--- config.mk ---
export PLATFORM = sky130hd
export DESIGN_NAME = ecg_threshold_core
export DESIGN_NICKNAME = d
export VERILOG_FILES = /design/src/core/ecg_pkg.sv /design/src/core/ecg_threshold_core.sv /design/src/core/word_buffer.sv
export VERILOG_INCLUDE_DIRS = /design/src /design/src/core
export SDC_FILE = /design/constraint.sdc
export NUM_CORES = 1
export LEC_CHECK = 0
export ABC_CLOCK_PERIOD_IN_PS = 3560
export BUFFER_PORTS_ARGS = -buffer_cell sky130_fd_sc_hd__clkbuf_2
export CORE_ASPECT_RATIO = 0.5
export CORE_MARGIN = 8
export CORE_UTILIZATION = 40
export CTS_CLUSTER_SIZE = 24
export DETAILED_ROUTE_END_ITERATION = 6
export SETUP_SLACK_MARGIN = 0.05
export SLEW_MARGIN = 5
export SYNTH_ARGS = -nofsm -noshare
export SYNTH_HDL_FRONTEND = slang
export SYNTH_SLANG_ARGS = --single-unit
--- constraint.sdc ---
create_clock -name core_clk -period 3.56 [get_ports core_clk]
set_clock_uncertainty 0.15 [all_clocks]
set_input_delay 0.178 -clock core_clk [delete_from_list [all_inputs] [get_ports core_clk]]
set_output_delay 0.178 -clock core_clk [all_outputs]
set_load 0.02 [all_outputs]
--- src/core/ecg_consts.svh ---
// constants of the channel threshold and data-word block
// assumes inclusion by bare name from the core module and the testbench
// Operation
// - A conversion above full scale minus the high margin times 64 raises a range error.
// - A high margin of zero puts the limit at the top code, so no high error can occur.
// - A conversion below the bottom code plus the low margin times 64 raises a range error.
// - A low margin of zero puts the limit at the bottom code, so no low error can occur.
// - Lead-off is declared when the ac lead-off value is at or above the upper limit.
// - Lead-off is declared when the ac lead-off value is at or below the lower limit.
// - Three 8-bit pace edge limits exist; zero means half the pace amplitude limit.
// - The three pace level limits are signed two's complement steps.
// - Each channel word carries its address 0x11 to 0x15 in the top byte.
// - Sample data is left justified in the 24-bit field at every data rate.
// - Electrode format samples are unsigned, zero code at zero volts.
// - Lead format samples are signed two's complement.
// - Lead format uses a doubled LSB weight relative to electrode format.
// - Sixteen significant bits at the fastest rate, twenty-four at the slower rates.
// - At the fastest rate in frame mode only the upper 16 bits of a word are sent.
`ifndef ECG_CONSTS_SVH
`define ECG_CONSTS_SVH

// ****************************************
// register offsets
// ****************************************
`define OFS_LOFF_UPPER 8'h0C
`define OFS_LOFF_LOWER 8'h0D
`define OFS_PACE_EDGE 8'h0E
`define OFS_PACE_LEVEL 8'h0F
`define OFS_CHAN_FIRST 8'h11
`define OFS_CHAN_LAST 8'h15

// ****************************************
// fields and reset values
// ****************************************
`define MARGIN_HI 19
`define MARGIN_LO 16
`define LIMIT_HI 15
`define LIMIT_LO 0
`define MARGIN_SHIFT 6
`define RST_LOFF_UPPER 20'h0FFFF
`define RST_LOFF_LOWER 20'h00000
`define RST_PACE 24'h000000
`define CODE_MAX 24'hFFFFFF
`define CODE_MIN 24'h000000
`define FAST_RATE_MASK 24'hFFFF00

`endif

--- src/core/ecg_pkg.sv ---
// types shared by the threshold block, its word sink and its testbench
// assumes ecg_consts.svh is on the include path
package ecg_pkg;
  typedef enum logic [1:0] {RATE_2K, RATE_16K, RATE_128K, RATE_SLOW} rate_t;

  typedef struct packed {
    logic [2:0] chan;
    logic [23:0] code;
    logic signed [24:0] lead;
  } sample_t;

  typedef struct packed {
    logic [7:0] addr;
    logic [23:0] data;
  } chan_word_t;

  typedef struct packed {
    logic half;
    chan_word_t word;
  } out_item_t;
endpackage : ecg_pkg

--- src/core/ecg_threshold_core.sv ---
// range, lead-off and pace limits plus channel word packing
// assumes decoded register strobes from the serial port, one sample per beat
`timescale 1ns/100ps
`include "ecg_consts.svh"
module ecg_threshold_core
  import ecg_pkg::*;
#(
  parameter int NCHAN = 5,
  parameter int NPACE = 3
) (
  // clock and reset
  input wire logic core_clk,
  input wire logic rst_n,
  // register port
  input wire logic reg_wr,
  input wire logic reg_rd,
  input wire logic [7:0] reg_addr,
  input wire logic [23:0] reg_wdata,
  output logic [31:0] reg_rdata,
  output logic reg_rvalid,
  // conversion results
  input wire logic smp_valid,
  input wire sample_t smp,
  output logic smp_ready,
  input wire logic [NCHAN-1:0] chan_enable,
  input wire logic electrode_fmt,
  input wire rate_t rate,
  input wire logic frame_mode,
  output logic range_err,
  // lead-off measurement
  input wire logic loff_valid,
  input wire logic [15:0] loff_value,
  output logic lead_off,
  // pace limits
  input wire logic [7:0] pace_amplitude_limit,
  output logic [8*NPACE-1:0] pace_edge_eff,
  output logic [8*NPACE-1:0] pace_level,
  // channel words
  output logic out_valid,
  output out_item_t out_item,
  input wire logic out_ready
);
  if (NCHAN != 5) begin : g_bad_chan
    $error("channel addresses cover exactly five channels");
  end
  if (NPACE != 3) begin : g_bad_pace
    $error("pace limit registers hold exactly three lanes");
  end

  // ****************************************
  // configuration registers
  // ****************************************
  logic [19:0] loff_upper_r;
  logic [19:0] loff_lower_r;
  logic [23:0] pace_edge_r;
  logic [23:0] pace_level_r;
  logic [3:0] adc_high_margin;
  logic [3:0] adc_low_margin;
  logic [15:0] lead_off_upper_limit;
  logic [15:0] lead_off_lower_limit;

  assign adc_high_margin = loff_upper_r[`MARGIN_HI:`MARGIN_LO];
  assign adc_low_margin = loff_lower_r[`MARGIN_HI:`MARGIN_LO];
  assign lead_off_upper_limit = loff_upper_r[`LIMIT_HI:`LIMIT_LO];
  assign lead_off_lower_limit = loff_lower_r[`LIMIT_HI:`LIMIT_LO];

  // reserved top nibble is dropped, so a careless host write cannot
  // disturb the margins
  always_ff @(posedge core_clk) begin
    if (!rst_n) begin
      loff_upper_r <= `RST_LOFF_UPPER;
      loff_lower_r <= `RST_LOFF_LOWER;
      pace_edge_r <= `RST_PACE;
      pace_level_r <= `RST_PACE;
    end else if (reg_wr) begin
      unique case (reg_addr)
        `OFS_LOFF_UPPER: loff_upper_r <= reg_wdata[19:0];
        `OFS_LOFF_LOWER: loff_lower_r <= reg_wdata[19:0];
        `OFS_PACE_EDGE: pace_edge_r <= reg_wdata;
        `OFS_PACE_LEVEL: pace_level_r <= reg_wdata;
        default: ;
      endcase
    end
  end

  // ****************************************
  // range limits
  // ****************************************
  logic [23:0] over_thr;
  logic [23:0] under_thr;
  logic acc;
  logic chan_ok;
  logic over_hit;
  logic under_hit;

  // margin zero gives the extreme code itself, which no sample can pass
  assign over_thr = `CODE_MAX - {14'h0000, adc_high_margin, 6'h00};
  assign under_thr = `CODE_MIN + {14'h0000, adc_low_margin, 6'h00};
  assign chan_ok = (smp.chan < 3'd5) && chan_enable[smp.chan];
  assign acc = smp_valid && smp_ready;
  assign over_hit = smp.code > over_thr;
  assign under_hit = smp.code < under_thr;

  // every accepted enabled result is checked, one-cycle pulse
  always_ff @(posedge core_clk) begin
    if (!rst_n) range_err <= 1'b0;
    else range_err <= acc && chan_ok && (over_hit || under_hit);
  end

  // ****************************************
  // lead-off comparison
  // ****************************************
  // result holds until the next measurement
  always_ff @(posedge core_clk) begin
    if (!rst_n) lead_off <= 1'b0;
    else if (loff_valid) begin
      lead_off <= (loff_value >= lead_off_upper_limit)
        || (loff_value <= lead_off_lower_limit);
    end
  end

  // ****************************************
  // pace limits
  // ****************************************
  logic [7:0] amp_half;
  assign amp_half = {1'b0, pace_amplitude_limit[7:1]};

  for (genvar i = 0; i < NPACE; i++) begin : g_pace
    always_ff @(posedge core_clk) begin
      if (!rst_n) begin
        pace_edge_eff[8*i +: 8] <= 8'h00;
      end else begin
        pace_edge_eff[8*i +: 8] <= (pace_edge_r[8*i +: 8] == 8'h00) ?
          amp_half : pace_edge_r[8*i +: 8];
      end
    end
  end

  // lanes leave as signed bytes, 0xFF is one step down
  always_ff @(posedge core_clk) begin
    if (!rst_n) pace_level <= '0;
    else pace_level <= pace_level_r;
  end

  // ****************************************
  // channel word packing
  // ****************************************
  chan_word_t word_in;
  logic [23:0] data_full;
  logic half_in;

  always_comb begin
    // electrode: raw unsigned code; lead: signed, doubled LSB
    data_full = electrode_fmt ? smp.code : smp.lead[24:1];
    word_in.addr = `OFS_CHAN_FIRST + {5'h00, smp.chan};
    // left justified; fast rate keeps only 16 significant bits
    word_in.data = (rate == RATE_128K) ? (data_full & `FAST_RATE_MASK) : data_full;
  end

  assign half_in = frame_mode && (rate == RATE_128K);

  // ****************************************
  // output buffer
  // ****************************************
  // a stalled receiver back-pressures the sample source through smp_ready
  word_buffer #(
    .W($bits(out_item_t))
  ) u_buf (
    .core_clk(core_clk),
    .rst_n(rst_n),
    .in_valid(smp_valid && chan_ok),
    .in_data({half_in, word_in}),
    .in_ready(smp_ready),
    .out_valid(out_valid),
    .out_data(out_item),
    .out_ready(out_ready)
  );

  // ****************************************
  // last word per channel and register reads
  // ****************************************
  chan_word_t chan_mem [NCHAN];
  logic rd_chan;
  logic [2:0] rd_idx;

  always_ff @(posedge core_clk) begin
    if (!rst_n) begin
      for (int k = 0; k < NCHAN; k++) chan_mem[k] <= '0;
    end else if (acc && chan_ok) begin
      chan_mem[smp.chan] <= word_in;
    end
  end

  assign rd_chan = (reg_addr >= `OFS_CHAN_FIRST) && (reg_addr <= `OFS_CHAN_LAST);
  assign rd_idx = 3'(reg_addr - `OFS_CHAN_FIRST);

  // register reads always return the full 32-bit word
  always_ff @(posedge core_clk) begin
    if (!rst_n) begin
      reg_rdata <= 32'h00000000;
      reg_rvalid <= 1'b0;
    end else begin
      reg_rvalid <= reg_rd;
      if (reg_rd) begin
        if (rd_chan) reg_rdata <= chan_mem[rd_idx];
        else begin
          unique case (reg_addr)
            `OFS_LOFF_UPPER: reg_rdata <= {12'h000, loff_upper_r};
            `OFS_LOFF_LOWER: reg_rdata <= {12'h000, loff_lower_r};
            `OFS_PACE_EDGE: reg_rdata <= {8'h00, pace_edge_r};
            `OFS_PACE_LEVEL: reg_rdata <= {8'h00, pace_level_r};
            default: reg_rdata <= 32'h00000000;
          endcase
        end
      end
    end
  end

  logic [7:0] edge1_prev;
  always_ff @(posedge core_clk) begin
    if (!rst_n) edge1_prev <= 8'h00;
    else edge1_prev <= pace_edge_r[7:0];
  end
endmodule : ecg_threshold_core

--- src/core/word_buffer.sv ---
// two-entry buffer with valid and ready on both sides
// assumes a single clock and synchronous active-low reset
`timescale 1ns/100ps
module word_buffer #(
  parameter int W = 33
) (
  // clock and reset
  input wire logic core_clk,
  input wire logic rst_n,
  // fill side
  input wire logic in_valid,
  input wire logic [W-1:0] in_data,
  output logic in_ready,
  // drain side
  output logic out_valid,
  output logic [W-1:0] out_data,
  input wire logic out_ready
);
  logic [W-1:0] tail_r;
  logic [1:0] cnt_r;
  logic [1:0] cnt_nxt;
  logic push;
  logic pop;

  if (W < 1) begin : g_bad_width
    $error("word_buffer width must be positive");
  end

  assign push = in_valid && in_ready;
  assign pop = out_valid && out_ready;

  always_comb begin
    cnt_nxt = cnt_r;
    if (push && !pop) cnt_nxt = cnt_r + 2'd1;
    else if (pop && !push) cnt_nxt = cnt_r - 2'd1;
  end

  always_ff @(posedge core_clk) begin
    if (!rst_n) begin
      cnt_r <= 2'd0;
      out_valid <= 1'b0;
      in_ready <= 1'b0;
    end else begin
      cnt_r <= cnt_nxt;
      out_valid <= (cnt_nxt != 2'd0);
      in_ready <= (cnt_nxt != 2'd2);
    end
  end

  // head moves up from the tail on a pop, new word lands in the free slot
  always_ff @(posedge core_clk) begin
    if (!rst_n) begin
      out_data <= '0;
      tail_r <= '0;
    end else begin
      if (pop) out_data <= (cnt_r == 2'd2) ? tail_r : in_data;
      else if (push && cnt_r == 2'd0) out_data <= in_data;
      if (push && ((cnt_r == 2'd1 && !pop) || (cnt_r == 2'd2 && pop))) tail_r <= in_data;
    end
  end
endmodule : word_buffer

# ---- Yosys cells after proc, flatten, opt, wreduce, memory -nomap -nowiden
# Memories as Yosys holds them, arrays and structs flattened.
# Index checks and enable logic that the tools add are counted.
# W data, S select, Z words.
dict set report totals {
  output_inout_bits 118
  n_memories 1
  ff_bits 241
  ram_bits 150
  inputBits 124
  elab_cells 98
}
# name words width rd rd_ports_with_merged_regs wr line_no
set memory_table {}
lappend memory_table {chan_mem 5 30 1 0 5 ecg_threshold_core.sv:182} ;# chan_word_t chan_mem [NCHAN];
dict set report op_classes {
  n_mux 21
  n_reduce_logical 34
  bitwise_logic 1
  n_eq_ne 8
  order_cmp 8
  add_sub_neg 5
}
# op count
set op_table {}
lappend op_table {{$mux W33} 3}
lappend op_table {{$pmux W24 S4} 1}
lappend op_table {{$eq A8 B4 Y1 const B} 4}
lappend op_table {{$mux W32} 1}
lappend op_table {{$mux W30} 1}
lappend op_table {{$reduce_or A30 Y1} 1}
lappend op_table {{$gt A24 B24 Y1} 1}
lappend op_table {{$logic_not A8 Y1} 3}
lappend op_table {{$lt A24 B10 Y1} 1}
lappend op_table {{$mux W24} 1}
lappend op_table {{$mux W7} 3}
lappend op_table {{$ge A16 B16 Y1} 1}
lappend op_table {{$le A16 B16 Y1} 1}
lappend op_table {{$logic_and A1 B1 Y1} 15}
lappend op_table {{$sub A1 B11 Y12 const A} 1}
lappend op_table {{$ge A8 B5 Y1 const B} 1}
lappend op_table {{$le A8 B5 Y1 const B} 1}
lappend op_table {{$mux W8} 1}
lappend op_table {{$reduce_and A2 Y1} 4}
lappend op_table {{$add A5 B3 Y6 const A} 1}
lappend op_table {{$mux W1} 6}
lappend op_table {{$reduce_or A2 Y1} 3}
lappend op_table {{$eq A2 B2 Y1 const B} 2}
lappend op_table {{$lt A3 B4 Y1 const B} 1}
lappend op_table {{14 further kinds} 19}

# ---- Longest topological paths before layout
# Gate-level depths: netlist of the first run.
dict set report logic_depth {
  depth_word 10
  ltp_mapped 12
  ltp_nobuf 8
}

# ---- Modules after synthesis
# From an unflattened synthesis of the first run, not the netlist that was laid out.
dict set report unflattened {
  hier_cells 1709
  hier_area_um2 19794.0
}
# mod area_each_um2 seq_area_each_um2 n_inst cells_each
set by_module_without_submodules {}
lappend by_module_without_submodules {ecg_threshold_core 16858.7 10189.8 1 1347}
lappend by_module_without_submodules {word_buffer 2935.3 1401.3 1 362}

# ---- Least setup slack after synthesis of the first run
# No wires, ideal clock.
dict set report synth_timing {
  kind {in2reg}
  start {input port smp[49] (netlist name)}
  end {memory chan_mem[4][0] (netlist name), enable pin}
  n_path_buf 4
  setup_slack_ns 0.653
  arrival_ns 2.305
  stages 9
  setup_ns 0.452
  required_time_ns 2.958
  cell_sequence {buf_6 mux4_2 mux2_2 and2_1 buf_6 nand3_1 buf_2 buf_2 nand2_1}
}
# element line_no
set synth_lines {}
lappend synth_lines {{start: declaration} ecg_threshold_core.sv:23} ;# input wire sample_t smp,
lappend synth_lines {{end: declaration} ecg_threshold_core.sv:182}

# ---- Final worst setup path of the first run
dict set report layout_timing {
  start {register u_buf.cnt_r[0]}
  end {register u_buf.tail_r[32]}
}
dict set report layout_via {
  elab_chain_len 4
  elab_cells_between_ends 6
  classes_between {2 x eq/ne; 4 x reduce/logical}
}
# element line_no
set layout_rtl {}
lappend layout_rtl {{start: declaration} word_buffer.sv:20} ;# logic [1:0] cnt_r;
lappend layout_rtl {{start signal: assignment} word_buffer.sv:44} ;# cnt_r <= cnt_nxt;
lappend layout_rtl {{$eq A2 B1 Y1 or $eq A2 B2 Y1 (tied branches)} word_buffer.sv:58} ;# if (push && ((cnt_r == 2'd1 && !pop) || (cnt_r == 2'd2 && pop))) tail_r <= in_data;
lappend layout_rtl {{$logic_and A1 B1 Y1} word_buffer.sv:58}
lappend layout_rtl {{$logic_or A1 B1 Y1 (*)} word_buffer.sv:58}
lappend layout_rtl {{$logic_and A1 B1 Y1 (*)} word_buffer.sv:58}
lappend layout_rtl {{end signal: assignment} word_buffer.sv:58}
lappend layout_rtl {{end: declaration} word_buffer.sv:19} ;# logic [W-1:0] tail_r;
# Mark *: on every way between the ends. The rest lies on a longest branch, timed or not.
# A chain may end at the register's enable or synchronous reset.

==> flow_metrics.py, run 1 <==
metrics = {
    "status": {
        "status": "finished clean",
    },
    "floorplan": {
        "initial_core_util": 0.408,
        "dieWidth_um": 332,
        "fp.dieArea_um2": 57700,
        "core_um2": 48900,
        "rows": 57,
        "die_y_um": 174,
        "io_pins": 242,
    },
    "logic_synthesis": {
        "synth_area_um2": 19900,
        "synth_warnings": 0,
        "synth.distinct_cells": 53,
        "synth_area_per_cell_um2": 11.5,
        "ys_ff_latch": 461,
        "synthArstFlopShare": 0,
        "syn_inst": 1733,
        "synth_edf_count": 224,
        "ys.flop_type": "dfxtp_1",
        "ys_seq_area_frac": 0.576,
    },
    "cells_and_area": {
        "syn_to_final_growth_pct": 20.1,
        "final_util": 0.490,
        "nets": 2247,
        "final_common_cell": "dfxtp_1",
        "final_cell_mix": "237 x dfxtp_1, 232 x clkbuf_2, 224 x edfxtp_1",
        "fillerInstances": 4479,
        "drive_gt1_frac": 0.200,
    },
    "timing": {
        "postLayoutSetupSlackWorst_ns": 0.713,
        "period_needed_ns": 2.85,
        "hold_violations": 0,
        "fin_tns_setup_ns": 0,
        "whs_ns": 0.0122,
        "tightest_slew_ns": 1.03,
        "setup_violations": 0,
        "rsz0062_at_grt": "no",
        "max_freq_ghz": 0.351,
        "fin_crit_sh": 0.800,
        "slew_headroom": 0.294,
        "slew_viol_final": 0,
    },
    "global_route": {
        "grt_start_max_net_pins": 162,
        "antenna_found_initial": 3,
        "grt_pass1_vias": 13849,
        "overflow": 0,
        "grt_usage": 0.182,
        "grt_pass1_wl_mm": 83.0,
    },
    "setup_path": {
        "crit_type": "flop to flop",
        "critPathTopFamily": "buffers and inverters",
        "ff2ff_path_depth": 10,
        "cp.required_ns": 3.88,
        "cp-end-kind": "flop",
        "crit_path_start_kind": "flop",
        "critPathSlowestCell": "dlygate4sd3_1",
        "path_buf_inv": 4,
        "timing.rr.end": "u_buf.tail_r[32]",
        "crit_chain": "inv_1, ha_1, and3_1, buf_4, a21o_1, and3_1, buf_4, nand3_1, dlygate4sd3_1, a21boi_0",
        "path_max_fanout": 38,
        "r2r-start": "u_buf.cnt_r[0]",
        "r2r_slack_ns": 0.71,
        "crit_arrival_ns": 3.17,
        "critPathMaxStageDelay_ns": 0.58,
    },
    "detailed_routing": {
        "drt-initial-drc-count": 1044,
        "drc_errors": 0,
        "via_per_inst": 5.06,
        "ant_nets": 0,
        "avgRoutedWirePerCell_um": 19.7,
        "drt_wl_total_mm": 54.4,
        "first_pass_iters": 6,
        "vias": 13970,
    },
    "pwr": {
        "power.leakage_nw": 10.4,
        "vdd_drop_max_v": 0.000272,
        "p_int_mw": 8.83,
        "power.switching_mw": 2.95,
        "pwr-share-comb": 0.119,
        "powerDensity_nw_per_um2": 492,
        "switching_share": 0.251,
        "seqPwrFrac": 0.504,
        "clkPwrFrac": 0.377,
    },
    "place": {
        "pre_cts_ws_ns": 0.913,
        "port_buffers": 233,
        "place_congestion": 0.822,
        "dp_hpwl_mm": 37.1,
    },
    "cts": {
        "cts_tree": "done",
        "post-cts-setup-buffers": 0,
        "cts_hold_buf": 50,
        "clkTransAtPathRegs_ns": 0.07,
        "cts_sinks": 461,
        "cts_buffers": 42,
        "cts_buffer_depth": 3,
        "cts_htree_levels": 2,
        "clockRootBuffer": "clkbuf_16",
        "insertion_delay_ns": 0.55,
        "post_cts_resized": 0,
    },
    "hold_path": {
        "min_path_cells": 4,
        "hold_path_class": "input port to flop",
        "worstHoldStart": "smp[23]",
        "holdPathEnd": "chan_mem[7][22]",
    },
    "run": {
        "max_cap_viol_count": 0,
    },
}
-- registers in the layout, summed over array words and instances, names as in the netlist, 24 cells and up --
register	cells
chan_mem	229
u_buf.out_data	30
u_buf.tail_r	30
reg_rdata	29
pace_edge_eff	24
pace_edge_r	24
pace_level	24
pace_level_r	24
-- cell families (layout without fill, tap and decap cells) --
group | Yosys count | count (layout) | synth area share
and+or+nand+nor | 552 | 552 | 0.128
adders and majority gates | 47 | 47 | 0.0295
xor gates and xnor gates | 5 | 5 | 0.00220
muxes | 154 | 154 | 0.114
buffers and inverters | 196 | 475 | 0.0413
AOI/OAI and AO/OA | 317 | 317 | 0.109
other | 1 | 100 | 0.000188
DFF | 461 | 461 | 0.576
-- through the flow --
step	instance area [um2]	total power, mW	instances
CTS	23900	11.9	2757
global route	23900	12.3	2760
finish	23900	11.8	2760
detailed placement	22100	7.43	2631
floorplan	20300	6.95	1829
global placement	22100	7.41	2631
-- synthesized netlist by cell type (9+ instances only) --
library cell,count,area (um2)
dfxtp_1,237,4740
edfxtp_1,224,6730
nand2_1,186,698
nor2_1,168,631
a21oi_1,109,546
nor2b_1,107,669
mux2i_1,87,871
clkbuf_1,85,319
inv_1,74,278
mux4_2,57,1280
ha_1,47,588
a22oi_1,44,330
o21ai_0,35,175
and2_1,34,213
o211ai_1,33,248
o211a_1,29,290
buf_2,19,95.1
a21boi_0,14,105
nand3_1,13,65.1
a21boi_1,10,75.1
mux2_2,10,113
nand4_1,10,62.6
o211ai_2,9,113
-- worst max path at each step --
stage,from,end,slack (ns),depth (start not counted)
finish,u_buf.cnt_r[0],u_buf.tail_r[32],0.71,10
global route,u_buf.cnt_r[0],u_buf.tail_r[32],0.48,10
CTS,u_buf.cnt_r[0],u_buf.tail_r[32],0.71,10
detailed placement,smp[49],chan_mem[4][12],0.91,7
global placement,smp[49],chan_mem[4][12],0.94,7
floorplan,smp[49],chan_mem[4][0],0.65,9
-- worst min-delay path, delay by kind of cell --
kind	cells	cell delay (ns)
buffers and inverters	3	0.35
multiplexers	1	0.06
-- metal layers --
| layer | GRT usage | part of all wire | vias up |
|---|---|---|---|
| met5 | 0 | 0 | - |
| met4 | 0.0385 | 0.017 | 0 |
| met3 | 0.0393 | 0.065 | 60 |
| met2 | 0.307 | 0.48 | 344 |
| met1 | 0.241 | 0.44 | 6815 |
| li1 | - | - | 6751 |
-- power groups by stage --
stage                     Clock, mW  Sequential [mW]  Combinational, mW
after global placement            0             6.04               1.36
after floorplan                   0             6.15              0.800
after global routing           4.77             5.96               1.54
after detailed placement          0             6.05               1.38
final                          4.44             5.93               1.40
after CTS                      4.55             5.94               1.42
-- area by class of cell --
type / count / area, um2 / share of cell area
sequential: 461 / 11500 / 0.479
timing repair buffer: 325 / 2030 / 0.0847
multi-input combinational: 1172 / 8020 / 0.335
inverter: 74 / 278 / 0.0116
clock buffer: 63 / 1220 / 0.0511
antenna: 3 / 7.51 / 0.000314
tap: 649 / 812 / 0.0339
clock inverter: 13 / 92.6 / 0.00387
No activity file was read; power rests on OpenSTA's default activity.
==> run 2: changes to the inputs <==
--- a/config.mk
+++ b/config.mk
@@ -6,7 +6,7 @@
 export SDC_FILE = /design/constraint.sdc
 export NUM_CORES = 1
 export LEC_CHECK = 0
-export ABC_CLOCK_PERIOD_IN_PS = 3560
+export ABC_CLOCK_PERIOD_IN_PS = 2600
 export BUFFER_PORTS_ARGS = -buffer_cell sky130_fd_sc_hd__clkbuf_2
 export CORE_ASPECT_RATIO = 0.5
 export CORE_MARGIN = 8
==> constraint.sdc (replaced) <==
create_clock -name core_clk -period 2.6 [get_ports core_clk]
set_clock_uncertainty 0.15 [all_clocks]
set_input_delay 0.13 -clock core_clk [delete_from_list [all_inputs] [get_ports core_clk]]
set_output_delay 0.13 -clock core_clk [all_outputs]
set_load 0.02 [all_outputs]
==> run 2 against run 1 <==
  * The flow now finishes with violations (hold timing)
  * Worst setup slack worse by 0.57 ns
  * Cell count increased by 2.0%
  * Largest power group unchanged
  * Sequential power increased by 37%
  * Clock-buffer cell count is 1 lower
  * Core utilization is 1.4 points higher
  * Clock power increased by 44%
  * Maximum frequency is 16% higher
  * Flip-flop and latch count unchanged
  * Register-to-register slack worse by 0.57 ns
  * Critical path type unchanged
  * Hold slack lost 0.026 ns
  * Via count is 2.4% higher
  * Wire length up 2.6%
==> flow_metrics.py, run 2 (synthesized netlist as in run 1, its figures left out) <==
metrics = {
    "status": {
        "status": "finished, violations left",
        "violations": "hold timing",
    },
    "global_route": {
        "grt_usage": 0.187,
        "antenna_found_initial": 1,
        "grt_start_max_net_pins": 137,
        "overflow": 0,
        "grt_pass1_wl_mm": 85.1,
        "grt_pass1_vias": 14489,
    },
    "place": {
        "place_congestion": 0.819,
        "port_buffers": 233,
        "dp_hpwl_mm": 37.5,
    },
    "cts": {
        "clockRootBuffer": "clkbuf_16",
        "cts_buffers": 44,
        "insertion_delay_ns": 0.56,
        "cts_sinks": 461,
        "cts_htree_levels": 2,
        "post-cts-setup-buffers": 0,
        "clkTransAtPathRegs_ns": 0.07,
        "cts_tree": "done",
        "cts_buffer_depth": 3,
    },
    "cells_and_area": {
        "drive_gt1_frac": 0.211,
        "largest_register_ffs": 229,
        "syn_to_final_growth_pct": 23.4,
        "final_cell_mix": "234 x dfxtp_1, 231 x clkbuf_2, 224 x edfxtp_1",
        "fillerInstances": 4385,
        "top_regs": "chan_mem x229, u_buf.out_data x30, u_buf.tail_r x30",
        "largest-register": "chan_mem",
        "nets": 2301,
        "final_common_cell": "dfxtp_1",
    },
    "floorplan": {
        "initial_core_util": 0.408,
        "fp.dieArea_um2": 57700,
        "die_y_um": 174,
        "io_pins": 242,
        "core_um2": 48900,
        "dieWidth_um": 332,
        "rows": 57,
    },
    "pwr": {
        "p_int_mw": 12.4,
        "pwr-share-comb": 0.122,
        "seqPwrFrac": 0.491,
        "vdd_drop_max_v": 0.000385,
        "clkPwrFrac": 0.386,
        "power.switching_mw": 4.18,
        "power.leakage_nw": 10.7,
        "powerDensity_nw_per_um2": 673,
        "power_mw": 16.5,
        "switching_share": 0.253,
    },
    "setup_path": {
        "crit_path_start_kind": "flop",
        "cp.required_ns": 2.88,
        "path_max_fanout": 3,
        "crit_arrival_ns": 2.74,
        "crit_type": "flop to flop",
        "cp-end-kind": "flop",
    },
    "run": {
        "max_cap_viol_count": 0,
    },
    "hold_path": {
        "hold_path_class": "input port to flop",
    },
    "detailed_routing": {
        "avgRoutedWirePerCell_um": 19.8,
        "via_per_inst": 5.08,
        "first_pass_iters": 6,
        "drt_wl_total_mm": 55.8,
        "drt-initial-drc-count": 1050,
        "ant_nets": 0,
        "vias": 14309,
        "drc_errors": 0,
    },
    "timing": {
        "fin_crit_sh": 0.944,
        "fin_tns_setup_ns": 0,
        "slew_viol_final": 0,
        "whs_ns": -0.0137,
        "period_needed_ns": 2.46,
        "rsz0062_at_grt": "yes",
        "setup_violations": 0,
        "max_freq_ghz": 0.407,
        "slew_headroom": 0.573,
        "hold_violations": 1,
        "tightest_slew_ns": 0.640,
    },
}
run 2: cell types whose count changed in the layout (fill, tap and decap cells not counted), moves of 3 or more:
| cell | previous run | this run |
|---|---|---|
| dfxtp_2 | 0 | 3 |
| nand2_1 | 186 | 181 |
| buf_4 | 40 | 51 |
| dfxtp_1 | 237 | 234 |
| nand2_2 | 0 | 5 |
| dlygate4sd3_1 | 50 | 85 |
| buf_12 | 3 | 8 |
| clkinv_1 | 4 | 1 |
run 2: layout make-up:
type                            count  area, um2  area share
Inverter                           74        278      0.0113
Sequential cell                   461      11500       0.466
Tap cell                          649        812      0.0330
Clock buffer                       62       1240      0.0504
Antenna cell                        1       2.50    0.000102
Timing Repair Buffer              377       2570       0.105
Multi-Input combinational cell   1172       8040       0.327
Clock inverter                     18        178     0.00722
run 2: path summary, 6_finish.rpt:
path         depth (start not counted)               to            start  slack (ns)
max                                  8         lead_off  loff_upper_r[0]        0.14
min                                  5        range_err          smp[47]       -0.01
max reg2reg                          8         lead_off  loff_upper_r[0]        0.14
min reg2reg                          2  chan_mem[0][28]  chan_mem[0][28]        0.30
run 2: layer usage:
metal / vias up / wire, um / GRT usage
met2: 352 / 26700 / 0.317
met4: 2 / 1450 / 0.0519
met1: 6975 / 24300 / 0.243
met3: 112 / 3360 / 0.0384
li1: 6868 / - / -
met5: - / 9 / 0
run 2: repair_timing:
action	CTS	global route
resized for setup	0	5
endpoints found under the hold margin	285	0
setup endpoints to repair	0	29
hold buffers	85	0
run 2: critical path, stage by stage, from the launching register on:
cell and delay [ns]:
dfxtp_1 0.36, ha_1 0.24, nand2b_1 0.15, a211oi_1 0.25, o21ai_0 0.13, o2111ai_1 0.15
a211oi_1 0.12, a211o_1 0.24, dlygate4sd3_1 0.55
run 2: power groups by stage:
| stage | clock (mW) | combinational (mW) | sequential [mW] |
|---|---|---|---|
| floorplan | 0 | 1.10 | 8.41 |
| global placement | 0 | 1.91 | 8.28 |
| detailed placement | 0 | 1.92 | 8.29 |
| CTS | 6.52 | 2.03 | 8.13 |
| global route | 6.84 | 2.21 | 8.16 |
| finish | 6.39 | 2.02 | 8.13 |
run 2: per-stage QoR:
step,worst slack (ns),util,cells,cell area [um2]
after floorplan,0.0164,-,1829,20300
after global placement,0.168,0.457,2648,22300
after detailed placement,0.154,0.457,2648,22300
after CTS,0.0769,0.503,2813,24600
after global routing,0.0242,0.503,2813,24600
final,0.145,0.504,2814,24600
